==> config.mk <==
export PLATFORM = sky130hd
export DESIGN_NAME = nrcr_regs
export DESIGN_NICKNAME = d
export VERILOG_FILES = /design/src/logic/nrcr_buf2.v /design/src/logic/nrcr_regs.v
export VERILOG_INCLUDE_DIRS = /design/src /design/src/logic
export SDC_FILE = /design/constraint.sdc
export NUM_CORES = 1
export LEC_CHECK = 0
export BUFFER_PORTS_ARGS = -buffer_cell sky130_fd_sc_hd__buf_4
export CORE_ASPECT_RATIO = 0.7
export CORE_MARGIN = 2
export CORE_UTILIZATION = 44
export CTS_CLUSTER_DIAMETER = 100
export DETAILED_ROUTE_END_ITERATION = 8
export PLACE_DENSITY = 0.76
export SLEW_MARGIN = 10
export SYNTH_ARGS = -nofsm -noshare
export SYNTH_HDL_FRONTEND = slang
export SYNTH_SLANG_ARGS = --single-unit
==> constraint.sdc <==
create_clock -name clk -period 3.4 [get_ports clk]
set_input_delay 0.68 -clock clk [delete_from_list [all_inputs] [get_ports clk]]
set_output_delay 0.68 -clock clk [all_outputs]
set_load 0.005 [all_outputs]
==> src/logic/nrcr_defs.vh <==
// Constants for the receiver configuration register group.
// Assumes byte-wide register port with 8-bit addresses and a 20 MHz clock.
`ifndef NRCR_DEFS_VH
`define NRCR_DEFS_VH

`define NRCR_ADDR_SOFD     8'h34
`define NRCR_ADDR_CTRL     8'h35
`define NRCR_ADDR_WAIT     8'h36
`define NRCR_ADDR_THRESH   8'h37
`define NRCR_ADDR_RCV      8'h38

`define NRCR_SOF_EN        5
`define NRCR_SOF_SEEN      4
`define NRCR_SUBCARRIER_IRQ_ENABLE       2
`define NRCR_SUBC_SEEN     1
`define NRCR_SUBC_LIVE     0

`define NRCR_ALLOW_BITS    7
`define NRCR_MULTI         6
`define NRCR_EMD           3
`define NRCR_WAIT_UNIT     7

`define NRCR_RST_SOFD      8'h00
`define NRCR_RST_CTRL      8'h04
`define NRCR_RST_WAIT      8'h00
`define NRCR_RST_THRESH    8'h00
`define NRCR_RST_RCV       8'h00

`define NRCR_BAUD_106      3'h4
`define NRCR_BAUD_212      3'h5
`define NRCR_BAUD_424      3'h6
`define NRCR_BAUD_847      3'h7

`define NRCR_CLK_KHZ       20000
`define NRCR_CARRIER_KHZ   13560
// Sixteen carrier periods in clk cycles, rounded down (never longer than exact), no minimum
`define NRCR_CARRIER_CYC   16
`define NRCR_UNIT16_CYC    ((`NRCR_CARRIER_CYC * `NRCR_CLK_KHZ) / `NRCR_CARRIER_KHZ)
// Half bit period at 106 kBd in clk cycles (128 carrier periods per bit at 106)
`define NRCR_HALF106_CYC   ((64 * `NRCR_CLK_KHZ) / `NRCR_CARRIER_KHZ)

`define NRCR_EMD_BYTES     3

`endif

==> src/logic/nrcr_buf2.v <==
// Two-entry buffer with valid/ready on both sides.
// Assumes single clock, synchronous active-high reset.
`timescale 1ns/1ns
module nrcr_buf2 #(
    parameter WIDTH = 8
) (
    input wire clk,
    input wire rst,
    input wire flush,
    input wire in_valid,
    output wire in_ready,
    input wire [WIDTH-1:0] in_data,
    output wire out_valid,
    input wire out_ready,
    output wire [WIDTH-1:0] out_data
);
    reg [WIDTH-1:0] mem [0:1];
    reg rd_ptr;
    reg wr_ptr;
    reg [1:0] count;
    wire do_wr;
    wire do_rd;

    assign in_ready = (count != 2'd2);
    assign out_valid = (count != 2'd0);
    assign out_data = mem[rd_ptr];
    assign do_wr = in_valid && in_ready;
    assign do_rd = out_valid && out_ready;

    always @(posedge clk) begin
        if (rst || flush) begin
            rd_ptr <= 1'b0;
            wr_ptr <= 1'b0;
            count <= 2'd0;
        end else begin
            if (do_wr) begin
                wr_ptr <= ~wr_ptr;
            end
            if (do_rd) begin
                rd_ptr <= ~rd_ptr;
            end
            if (do_wr && !do_rd) begin
                count <= count + 2'd1;
            end else if (do_rd && !do_wr) begin
                count <= count - 2'd1;
            end
        end
    end

    always @(posedge clk) begin
        if (do_wr) begin
            mem[wr_ptr] <= in_data;
        end
    end
endmodule // nrcr_buf2

==> src/logic/nrcr_regs.v <==
// Receiver configuration and status register group with receive data path control.
// Assumes byte register port from the host interface and decoder event pulses.
`timescale 1ns/1ns
`include "nrcr_defs.vh"
module nrcr_regs (
    input wire clk,
    input wire rst,
    input wire reg_wr,
    input wire reg_rd,
    input wire [7:0] reg_addr,
    input wire [7:0] reg_wdata,
    output reg [7:0] reg_rdata,
    output wire reg_hit,
    input wire frame_start_det,
    input wire subcarrier_det,
    input wire send_done,
    input wire rx_byte_valid,
    input wire [7:0] rx_byte,
    input wire rx_partial_valid,
    input wire [7:0] rx_partial,
    input wire rx_checksum_on,
    input wire rx_error,
    input wire rx_frame_end,
    input wire [7:0] error_reg,
    input wire force_checksum_write,
    output wire rx_stall,
    output wire fifo_valid,
    input wire fifo_ready,
    output wire [7:0] fifo_data,
    output reg fifo_reset,
    output reg receive_frame_start_irq,
    output reg rx_complete_irq,
    output reg rx_active,
    output reg rx_ignore,
    output reg [2:0] baud_select,
    output reg baud_reserved,
    output reg [3:0] decoder_min_level,
    output reg [3:0] phase_detector_min_level,
    output reg single_input_mode,
    output reg converter_mode,
    output reg [1:0] signal_input_select,
    output reg [1:0] collision_threshold,
    output reg collision_detect_on,
    output reg [1:0] collision_strength_div
);
    // ------------------------------------------------------------
    // Register storage
    // ------------------------------------------------------------
    reg sof_irq_enable;
    reg sof_seen;
    reg subcarrier_irq_enable;
    reg subcarrier_seen;
    reg subcarrier_live;
    reg allow_partial_bits;
    reg multi_frame_receive;
    reg disturbance_suppress;
    reg wait_unit_select;
    reg [6:0] post_send_ignore_count;
    reg [7:0] thresh_reg;
    reg [7:0] rcv_reg;
    localparam [7:0] RST_SOFD = `NRCR_RST_SOFD;
    localparam [7:0] RST_CTRL = `NRCR_RST_CTRL;
    localparam [7:0] RST_WAIT = `NRCR_RST_WAIT;

    wire wr_sofd = reg_wr && (reg_addr == `NRCR_ADDR_SOFD);
    wire wr_ctrl = reg_wr && (reg_addr == `NRCR_ADDR_CTRL);
    wire wr_wait = reg_wr && (reg_addr == `NRCR_ADDR_WAIT);

    assign reg_hit = (reg_addr >= `NRCR_ADDR_SOFD) && (reg_addr <= `NRCR_ADDR_RCV);

    always @(posedge clk) begin
        if (rst) begin
            sof_irq_enable <= RST_SOFD[`NRCR_SOF_EN];
            subcarrier_irq_enable <= RST_SOFD[`NRCR_SUBCARRIER_IRQ_ENABLE];
            allow_partial_bits <= RST_CTRL[`NRCR_ALLOW_BITS];
            multi_frame_receive <= RST_CTRL[`NRCR_MULTI];
            disturbance_suppress <= RST_CTRL[`NRCR_EMD];
            baud_select <= RST_CTRL[2:0];
            wait_unit_select <= RST_WAIT[`NRCR_WAIT_UNIT];
            post_send_ignore_count <= RST_WAIT[6:0];
            thresh_reg <= `NRCR_RST_THRESH;
            rcv_reg <= `NRCR_RST_RCV;
        end else begin
            if (wr_sofd) begin
                sof_irq_enable <= reg_wdata[`NRCR_SOF_EN];
                subcarrier_irq_enable <= reg_wdata[`NRCR_SUBCARRIER_IRQ_ENABLE];
            end
            if (wr_ctrl) begin
                allow_partial_bits <= reg_wdata[`NRCR_ALLOW_BITS];
                multi_frame_receive <= reg_wdata[`NRCR_MULTI];
                disturbance_suppress <= reg_wdata[`NRCR_EMD];
                baud_select <= reg_wdata[2:0];
            end
            if (wr_wait) begin
                wait_unit_select <= reg_wdata[`NRCR_WAIT_UNIT];
                post_send_ignore_count <= reg_wdata[6:0];
            end
            if (reg_wr && (reg_addr == `NRCR_ADDR_THRESH)) begin
                thresh_reg <= reg_wdata;
            end
            if (reg_wr && (reg_addr == `NRCR_ADDR_RCV)) begin
                rcv_reg <= {reg_wdata[7:4], 2'b00, reg_wdata[1:0]};
            end
        end
    end

    // ------------------------------------------------------------
    // Detection flags and interrupt
    // ------------------------------------------------------------
    wire sof_ev = frame_start_det && !rx_ignore;
    wire subc_ev = subcarrier_det && !rx_ignore;

    always @(posedge clk) begin
        if (rst) begin
            sof_seen <= 1'b0;
            subcarrier_seen <= 1'b0;
            subcarrier_live <= 1'b0;
            receive_frame_start_irq <= 1'b0;
        end else begin
            if (sof_ev) begin
                sof_seen <= 1'b1;
            end else if (wr_sofd && !reg_wdata[`NRCR_SOF_SEEN]) begin
                sof_seen <= 1'b0;
            end
            if (subc_ev) begin
                subcarrier_seen <= 1'b1;
            end else if (wr_sofd && !reg_wdata[`NRCR_SUBC_SEEN]) begin
                subcarrier_seen <= 1'b0;
            end
            subcarrier_live <= subc_ev;
            receive_frame_start_irq <= (sof_irq_enable && sof_ev) ||
                (subcarrier_irq_enable && subc_ev);
        end
    end

    // ------------------------------------------------------------
    // Post-send ignore window
    // ------------------------------------------------------------
    reg [6:0] wait_left;
    reg [7:0] unit_cnt;
    reg [7:0] unit_len;
    localparam integer UNIT16_CYC = `NRCR_UNIT16_CYC;
    localparam integer HALF106_CYC = `NRCR_HALF106_CYC;
    localparam integer HALF212_CYC = `NRCR_HALF106_CYC / 2;
    localparam integer HALF424_CYC = `NRCR_HALF106_CYC / 4;
    localparam integer HALF847_CYC = `NRCR_HALF106_CYC / 8;

    always @* begin
        if (!wait_unit_select) begin
            unit_len = UNIT16_CYC[7:0];
        end else begin
            case (baud_select)
                `NRCR_BAUD_212: unit_len = HALF212_CYC[7:0];
                `NRCR_BAUD_424: unit_len = HALF424_CYC[7:0];
                `NRCR_BAUD_847: unit_len = HALF847_CYC[7:0];
                default: unit_len = HALF106_CYC[7:0];
            endcase
        end
    end

    always @(posedge clk) begin
        if (rst) begin
            wait_left <= 7'd0;
            unit_cnt <= 8'd0;
            rx_ignore <= 1'b0;
        end else if (send_done) begin
            wait_left <= post_send_ignore_count;
            unit_cnt <= 8'd1;
            rx_ignore <= (post_send_ignore_count != 7'd0);
        end else if (wait_left != 7'd0) begin
            if (unit_cnt >= unit_len) begin
                unit_cnt <= 8'd1;
                wait_left <= wait_left - 7'd1;
                rx_ignore <= (wait_left != 7'd1);
            end else begin
                unit_cnt <= unit_cnt + 8'd1;
            end
        end else begin
            rx_ignore <= 1'b0;
        end
    end

    // ------------------------------------------------------------
    // Receive data path
    // ------------------------------------------------------------
    localparam ST_IDLE = 4'b0001;
    localparam ST_RECV = 4'b0010;
    localparam ST_ERRB = 4'b0100;
    localparam ST_DONE = 4'b1000;

    reg [3:0] state;
    reg [1:0] byte_cnt;
    wire buf_ready;
    reg push;
    reg [7:0] push_data;
    wire in_frame = (state == ST_RECV);
    wire part_ok = rx_partial_valid && (allow_partial_bits || !rx_checksum_on);

    assign rx_stall = !buf_ready;

    always @* begin
        push = 1'b0;
        push_data = rx_byte;
        if (state == ST_ERRB) begin
            push = 1'b1;
            push_data = error_reg;
        end else if (in_frame && rx_byte_valid) begin
            push = 1'b1;
        end else if (in_frame && part_ok) begin
            push = 1'b1;
            push_data = rx_partial;
        end
    end

    // Error in first bytes, or short frame end, rejects the frame
    wire early = disturbance_suppress && (byte_cnt < `NRCR_EMD_BYTES);
    wire emd_hit = in_frame && early && (rx_error ||
        (rx_frame_end && !(rx_byte_valid && byte_cnt == 2'd2)));

    always @(posedge clk) begin
        if (rst) begin
            state <= ST_IDLE;
            byte_cnt <= 2'd0;
            fifo_reset <= 1'b0;
            rx_complete_irq <= 1'b0;
            rx_active <= 1'b0;
        end else begin
            fifo_reset <= 1'b0;
            rx_complete_irq <= 1'b0;
            case (state)
                ST_IDLE: begin
                    byte_cnt <= 2'd0;
                    if (sof_ev) begin
                        state <= ST_RECV;
                        rx_active <= 1'b1;
                    end
                end
                ST_RECV: begin
                    if (push && buf_ready && byte_cnt != 2'd3) begin
                        byte_cnt <= byte_cnt + 2'd1;
                    end
                    if (emd_hit) begin
                        fifo_reset <= 1'b1;
                        byte_cnt <= 2'd0;
                        // Rejected frames leave the receiver armed
                        rx_active <= 1'b1;
                        state <= ST_IDLE;
                    end else if (rx_frame_end) begin
                        state <= multi_frame_receive ? ST_ERRB : ST_DONE;
                    end
                end
                ST_ERRB: begin
                    if (buf_ready) begin
                        state <= ST_DONE;
                    end
                end
                ST_DONE: begin
                    rx_complete_irq <= 1'b1;
                    if (multi_frame_receive) begin
                        state <= ST_IDLE;
                    end else begin
                        state <= ST_IDLE;
                        rx_active <= 1'b0;
                    end
                end
                default: state <= ST_IDLE;
            endcase
        end
    end

    // Host should wait for three bytes; flush only on rejection
    nrcr_buf2 #(
        .WIDTH(8)
    ) u_buf (
        .clk(clk),
        .rst(rst),
        .flush(fifo_reset),
        .in_valid(push),
        .in_ready(buf_ready),
        .in_data(push_data),
        .out_valid(fifo_valid),
        .out_ready(fifo_ready),
        .out_data(fifo_data)
    );

    // ------------------------------------------------------------
    // Decoded configuration outputs
    // ------------------------------------------------------------
    always @(posedge clk) begin
        if (rst) begin
            baud_reserved <= 1'b0;
            decoder_min_level <= 4'h0;
            phase_detector_min_level <= 4'h0;
            single_input_mode <= 1'b0;
            converter_mode <= 1'b0;
            signal_input_select <= 2'h0;
            collision_threshold <= 2'h0;
            collision_detect_on <= 1'b1;
            collision_strength_div <= 2'h0;
        end else begin
            baud_reserved <= !baud_select[2];
            decoder_min_level <= thresh_reg[7:4];
            phase_detector_min_level <= thresh_reg[3:0];
            single_input_mode <= rcv_reg[7];
            converter_mode <= rcv_reg[6];
            signal_input_select <= rcv_reg[5:4];
            collision_threshold <= rcv_reg[1:0];
            collision_detect_on <= (rcv_reg[1:0] != 2'h3);
            collision_strength_div <= rcv_reg[1:0];
        end
    end

    // ------------------------------------------------------------
    // Read mux, reserved bits read zero
    // ------------------------------------------------------------
    always @(posedge clk) begin
        if (rst) begin
            reg_rdata <= 8'h00;
        end else if (reg_rd) begin
            case (reg_addr)
                `NRCR_ADDR_SOFD: reg_rdata <= {2'b00, sof_irq_enable, sof_seen, 1'b0,
                    subcarrier_irq_enable, subcarrier_seen, subcarrier_live};
                `NRCR_ADDR_CTRL: reg_rdata <= {allow_partial_bits, multi_frame_receive, 2'b00,
                    disturbance_suppress, baud_select};
                `NRCR_ADDR_WAIT: reg_rdata <= {wait_unit_select, post_send_ignore_count};
                `NRCR_ADDR_THRESH: reg_rdata <= thresh_reg;
                `NRCR_ADDR_RCV: reg_rdata <= rcv_reg;
                default: reg_rdata <= 8'h00;
            endcase
        end
    end
endmodule // nrcr_regs

==> results of run 1 <==
==> cells in the final DEF (no fill, tap or decap), drive strengths merged, types with 11 or more instances in the layout <==
cell type,Yosys,routed
mux2i,39,39
nand3,13,13
dfxtp,88,88
nand2,24,24
a21oi,15,15
nand2b,11,11
inv,12,15
a22o,13,13
nor2b,19,19
mux2,12,12
ha,12,12
o21ai,23,23
buf,6,99
edfxtp,16,16
nor2,57,57
==> cells by family (layout without fill, tap and decap cells) <==
group	after synthesis	count (layout)
compound gates	78	78
xor+xnor	10	10
fa+ha+maj	12	12
buf+inv	34	127
flops	104	104
mux	53	53
simple gates	175	175
==> path summary, 6_finish.rpt <==
kind                    start                  end  slack, ns
min                rcv_reg[0]  collision_detect_on       0.42
max               reg_addr[6]              reg_hit       0.82
min reg2reg        rcv_reg[0]  collision_detect_on       0.42
max reg2reg  wait_unit_select         wait_left[1]       0.86
==> per-layer routing <==
| layer | part of all wire | GRT usage | wire length, um |
|---|---|---|---|
| met1 | 0.47 | 0.260 | 5120 |
| met2 | 0.47 | 0.298 | 5060 |
| met4 | 0.015 | 0.0623 | 166 |
| met3 | 0.047 | 0.0405 | 507 |
| met5 | 0 | 0 | 0 |
==> metrics by stage <==
| stage | std cells | cell area, um2 |
|---|---|---|
| CTS | 691 | 5820 |
| finish | 691 | 5820 |
| detailed placement | 675 | 5490 |
| global route | 691 | 5820 |
| global placement | 675 | 5490 |
| floorplan | 466 | 4670 |
==> power breakdown <==
group,switching (uW),leakage [uW],internal [uW]
clock network,464,0.000158,652
registers,40.3,0.000856,1280
logic,161,0.00160,175
total,665,0.00262,2110
==> cell type report <==
cell class	instances	share of cell area
clock buffer	9	0.0387
clock inverter	7	0.0170
inverter	12	0.00775
multi-input combinational	328	0.395
sequential	104	0.386
tap	132	0.0284
timing repair buffer	99	0.128
==> results.json, run 1 <==
{
  "finalMaxSlewViolations": 0,
  "ir_drop_mv": 0.299,
  "cts_setup_buffers": 0,
  "die_x_um": 127,
  "crit_fanout": 6,
  "grt_pass1_vias": 3521,
  "largest-register": "u_buf.mem",
  "maxCapViolations": 0,
  "cts_resized": 0,
  "finalNetCount": 620,
  "clock_sinks": 104,
  "period_share": 0.759,
  "initial_core_util": 0.451,
  "grt-ovfl-total": 0,
  "seqCellArea_um2": 2240,
  "status": "complete, no violations",
  "postSynth.asyncResetShare": 0,
  "ys_seq_area_frac": 0.480,
  "synthToLayoutAreaGrowth_pct": 24.5,
  "crit_buf_inv": 2,
  "arrival_ns": 1.90,
  "synth.area.mux_share": 0.122,
  "fmax_ghz": 0.387,
  "tightest_slew_ns": 0.717,
  "synth_cell_types": 56,
  "synth_nets": 532,
  "path_clk_slew_ns": 0.07,
  "hold_violations": 0,
  "grt_use_total": 0.189,
  "ctsRootBufferMaster": "clkbuf_16",
  "r2r_cells": 8,
  "fin_util": 0.562,
  "synth-compound-area-share": 0.113,
  "avgSynthCellArea_um2": 10.0,
  "hold_buffers": 0,
  "antenna_cells": 0,
  "tns_ns": 0,
  "p_total_uw": 2780,
  "io_pins": 99,
  "ys_seq_elements": 104,
  "synth.most_common_cell": "dfxtp_1",
  "setup_viol": 0,
  "clk_latency_ns": 0.35,
  "grt_start_max_net_pins": 75,
  "synth-simple-area-share": 0.204,
  "crit_top_cell": "buf_4",
  "nFillCells": 906,
  "worstSetupEndpointType": "output pin",
  "slowest_stage": "nor4b_2",
  "yosys_warnings": 0,
  "synth_xor_area_frac": 0.0188,
  "drt_pass1_iterations": 5,
  "drc": 0,
  "worst-path-stages": 5,
  "cpPeakStageDelay_ns": 0.52,
  "drive_gt1_frac": 0.249,
  "whs_path_depth": 1,
  "largest_reg_flops": 16,
  "crit_chain": "buf_4 -> nand4bb_1 -> nor4b_2 -> or2_2 -> buf_4",
  "hpwl_um": 7970,
  "h-tree-depth": 3,
  "synth_top_family_by_area": "simple AND/OR/NAND/NOR gates",
  "synth_area_leader_cell": "dfxtp_1",
  "netlist_top_cells_count": "dfxtp_1 (88), nor2_1 (57), mux2i_1 (39)",
  "via_per_inst": 5.40,
  "die_area_um2": 11500,
  "slew_headroom": 0.522,
  "numCtsBuffers": 9,
  "vias": 3734,
  "grt_pass1_wl_um": 17500,
  "synth_top_area_share": 0.377,
  "powerDensity_nw_per_um2": 477,
  "whs_ns": 0.424,
  "multiInputGateArea_um2": 2300,
  "netlist_instances": 466,
  "setup_ws_ns": 0.819,
  "synth_edf_count": 16,
  "io_buffers": 97,
  "routabilityCongestion": 0.883,
  "skew_ns": 0.00841,
  "core_um2": 10400,
  "syn-cell-area_um2": 4670,
  "cp_top_family": "simple AND/OR/NAND/NOR gates",
  "period_needed_ns": 2.58,
  "ant_nets": 0,
  "ys.flop_type": "dfxtp_1",
  "worst-setup-path-type": "input pin to output pin",
  "pre_cts_ws_ns": 0.840,
  "wl_per_cell_um": 15.7,
  "rsz0062_at_grt": "no",
  "crit_required_ns": 2.72,
  "antenna_found_initial": 0,
  "die_h_um": 90.2,
  "hp-class": "flip-flop to flip-flop",
  "ys_top_cells_by_area": "dfxtp_1 (38%), edfxtp_1 (10%), mux2i_1 (8.4%), nor2_1 (4.6%), ha_1 (3.2%)",
  "drt_iter0_drc": 299,
  "synthAdderAreaFrac": 0.0321,
  "cts_tree": "built",
  "cp-start-kind": "input pin",
  "num_rows": 31,
  "wl_um": 10900,
  "p_leak_uw": 0.00262,
  "cts_max_path_buffers": 2
}
No activity file was read; power rests on OpenSTA's default activity.
==> inputs of run 2 (changes only) <==
- clock period: 3.4 -> 2.5 ns (I/O delays scaled with it)
==> results.json, run 2 (same netlist as run 1, synthesis figures left out) <==
{
  "hp-class": "input pin to flip-flop",
  "ctsRootBufferMaster": "clkbuf_16",
  "hold_start": "reg_wdata[3]",
  "cp-start-kind": "flip-flop",
  "die_area_um2": 11500,
  "initial_core_util": 0.451,
  "die_x_um": 127,
  "cts_max_path_buffers": 2,
  "vias": 3808,
  "rsz0062_at_grt": "no",
  "via_per_inst": 5.44,
  "io_buffers": 97,
  "r2r_start": "baud_select[2]",
  "period_needed_ns": 2.39,
  "drt_pass1_iterations": 5,
  "tns_ns": 0,
  "pre_cts_ws_ns": 0.148,
  "cpPeakStageDelay_ns": 0.46,
  "grt_start_max_net_pins": 45,
  "worstSetupEndpointType": "flip-flop",
  "antenna_found_initial": 0,
  "hold_violations": 0,
  "drc": 0,
  "cts_tree": "built",
  "hold_buffers": 0,
  "p_leak_uw": 0.00265,
  "arrival_ns": 2.63,
  "crit_required_ns": 2.74,
  "largest-register": "u_buf.mem",
  "final_cell_mix": "buf_4 (108), dfxtp_1 (88), nor2_1 (57), mux2i_1 (39), nand2_1 (24)",
  "slowest_stage": "dfxtp_1",
  "drive_gt1_frac": 0.262,
  "nFillCells": 888,
  "finalMaxSlewViolations": 0,
  "wl_um": 11200,
  "core_um2": 10400,
  "path_clk_slew_ns": 0.08,
  "finalNetCount": 629,
  "grt-ovfl-total": 0,
  "synthToLayoutAreaGrowth_pct": 25.7,
  "slew_headroom": 0.624,
  "clk_latency_ns": 0.35,
  "routabilityCongestion": 0.866,
  "maxCapViolations": 0,
  "ant_nets": 0,
  "setup_viol": 0,
  "num_rows": 31,
  "grt_use_total": 0.195,
  "largest_reg_flops": 16,
  "io_pins": 99,
  "cts_setup_buffers": 0,
  "skew_ns": 0.00997,
  "hpwl_um": 8340,
  "grt_pass1_wl_um": 18000,
  "powerDensity_nw_per_um2": 634,
  "fmax_ghz": 0.419,
  "numCtsBuffers": 9,
  "tightest_slew_ns": 0.555,
  "setup_ws_ns": 0.112,
  "drt_iter0_drc": 291,
  "fin_util": 0.567,
  "crit_chain": "and3_1 -> nand2b_1 -> ha_1 -> a21o_1 -> a211o_1 -> a21o_1 -> and3_1 -> a211o_1",
  "wl_per_cell_um": 16.0,
  "clock_sinks": 104,
  "cts_resized": 0,
  "period_share": 0.955,
  "layout_commonest_cell": "buf_4",
  "antenna_cells": 0,
  "worst-setup-path-type": "flip-flop to flip-flop",
  "grt_pass1_vias": 3635,
  "die_h_um": 90.2,
  "ir_drop_mv": 0.370,
  "status": "complete, no violations",
  "h-tree-depth": 3,
  "crit_fanout": 10,
  "critPathLaunch": "baud_select[2]"
}
## run 2: changes by cell type in the layout (fill, tap and decap cells not counted)
cell        change
buf_4           +9
bufinv_16       -1
clkinv_1        -1
clkinv_4        -1
clkinvlp_4      +2
inv_6           -1
inv_8           +2
## run 2: per-stage QoR
stage          hold slack (ns)  power, uW  instance area, um2  cells
6_report                 0.410       3720                5870    700
5_1_grt                  0.405       3870                5870    700
2_1_floorplan            0.379       2080                4670    466
3_3_place_gp             0.405       2280                5560    684
3_5_place_dp             0.409       2290                5560    684
4_1_cts                  0.401       3750                5870    700
## run 2: cell type report
cell class | instances | area, um2 | area share
timing repair buffer | 108 | 811 | 0.138
tap | 132 | 165 | 0.0281
multi-input combinational | 328 | 2300 | 0.391
sequential | 104 | 2240 | 0.382
clock buffer | 9 | 225 | 0.0384
clock inverter | 7 | 85.1 | 0.0145
inverter | 12 | 45.0 | 0.00767
## run 2: critical path, delay by kind of cell (launching register included)
kind                     cells  cell delay, ns
adder cells (fa/ha/maj)      1            0.29
AO/OA/AOI/OAI                4            0.98
flip-flops                   1            0.46
AND/OR/NAND/NOR              3            0.54
## run 2: power by group
part           switching [uW]  internal, uW  total (uW)
Sequential               54.7          1740        1800
Clock                     665           798        1460
Combinational             218           240         459
Total                     938          2780        3720
## run 2: path summary, 6_finish.rpt
kind                    endpoint  slack (ns)  depth (start not counted)
max                 wait_left[2]        0.11                          8
max reg2reg         wait_left[2]        0.11                          8
min reg2reg  collision_detect_on        0.43                          1
min                thresh_reg[3]        0.41                          3
## run 2: per-layer routing
| metal | global-route usage | wire length (um) |
|---|---|---|
| met1 | 0.264 | 5250 |
| met2 | 0.314 | 5200 |
| met3 | 0.0464 | 579 |
| met4 | 0.0513 | 153 |
| met5 | 0 | 0 |
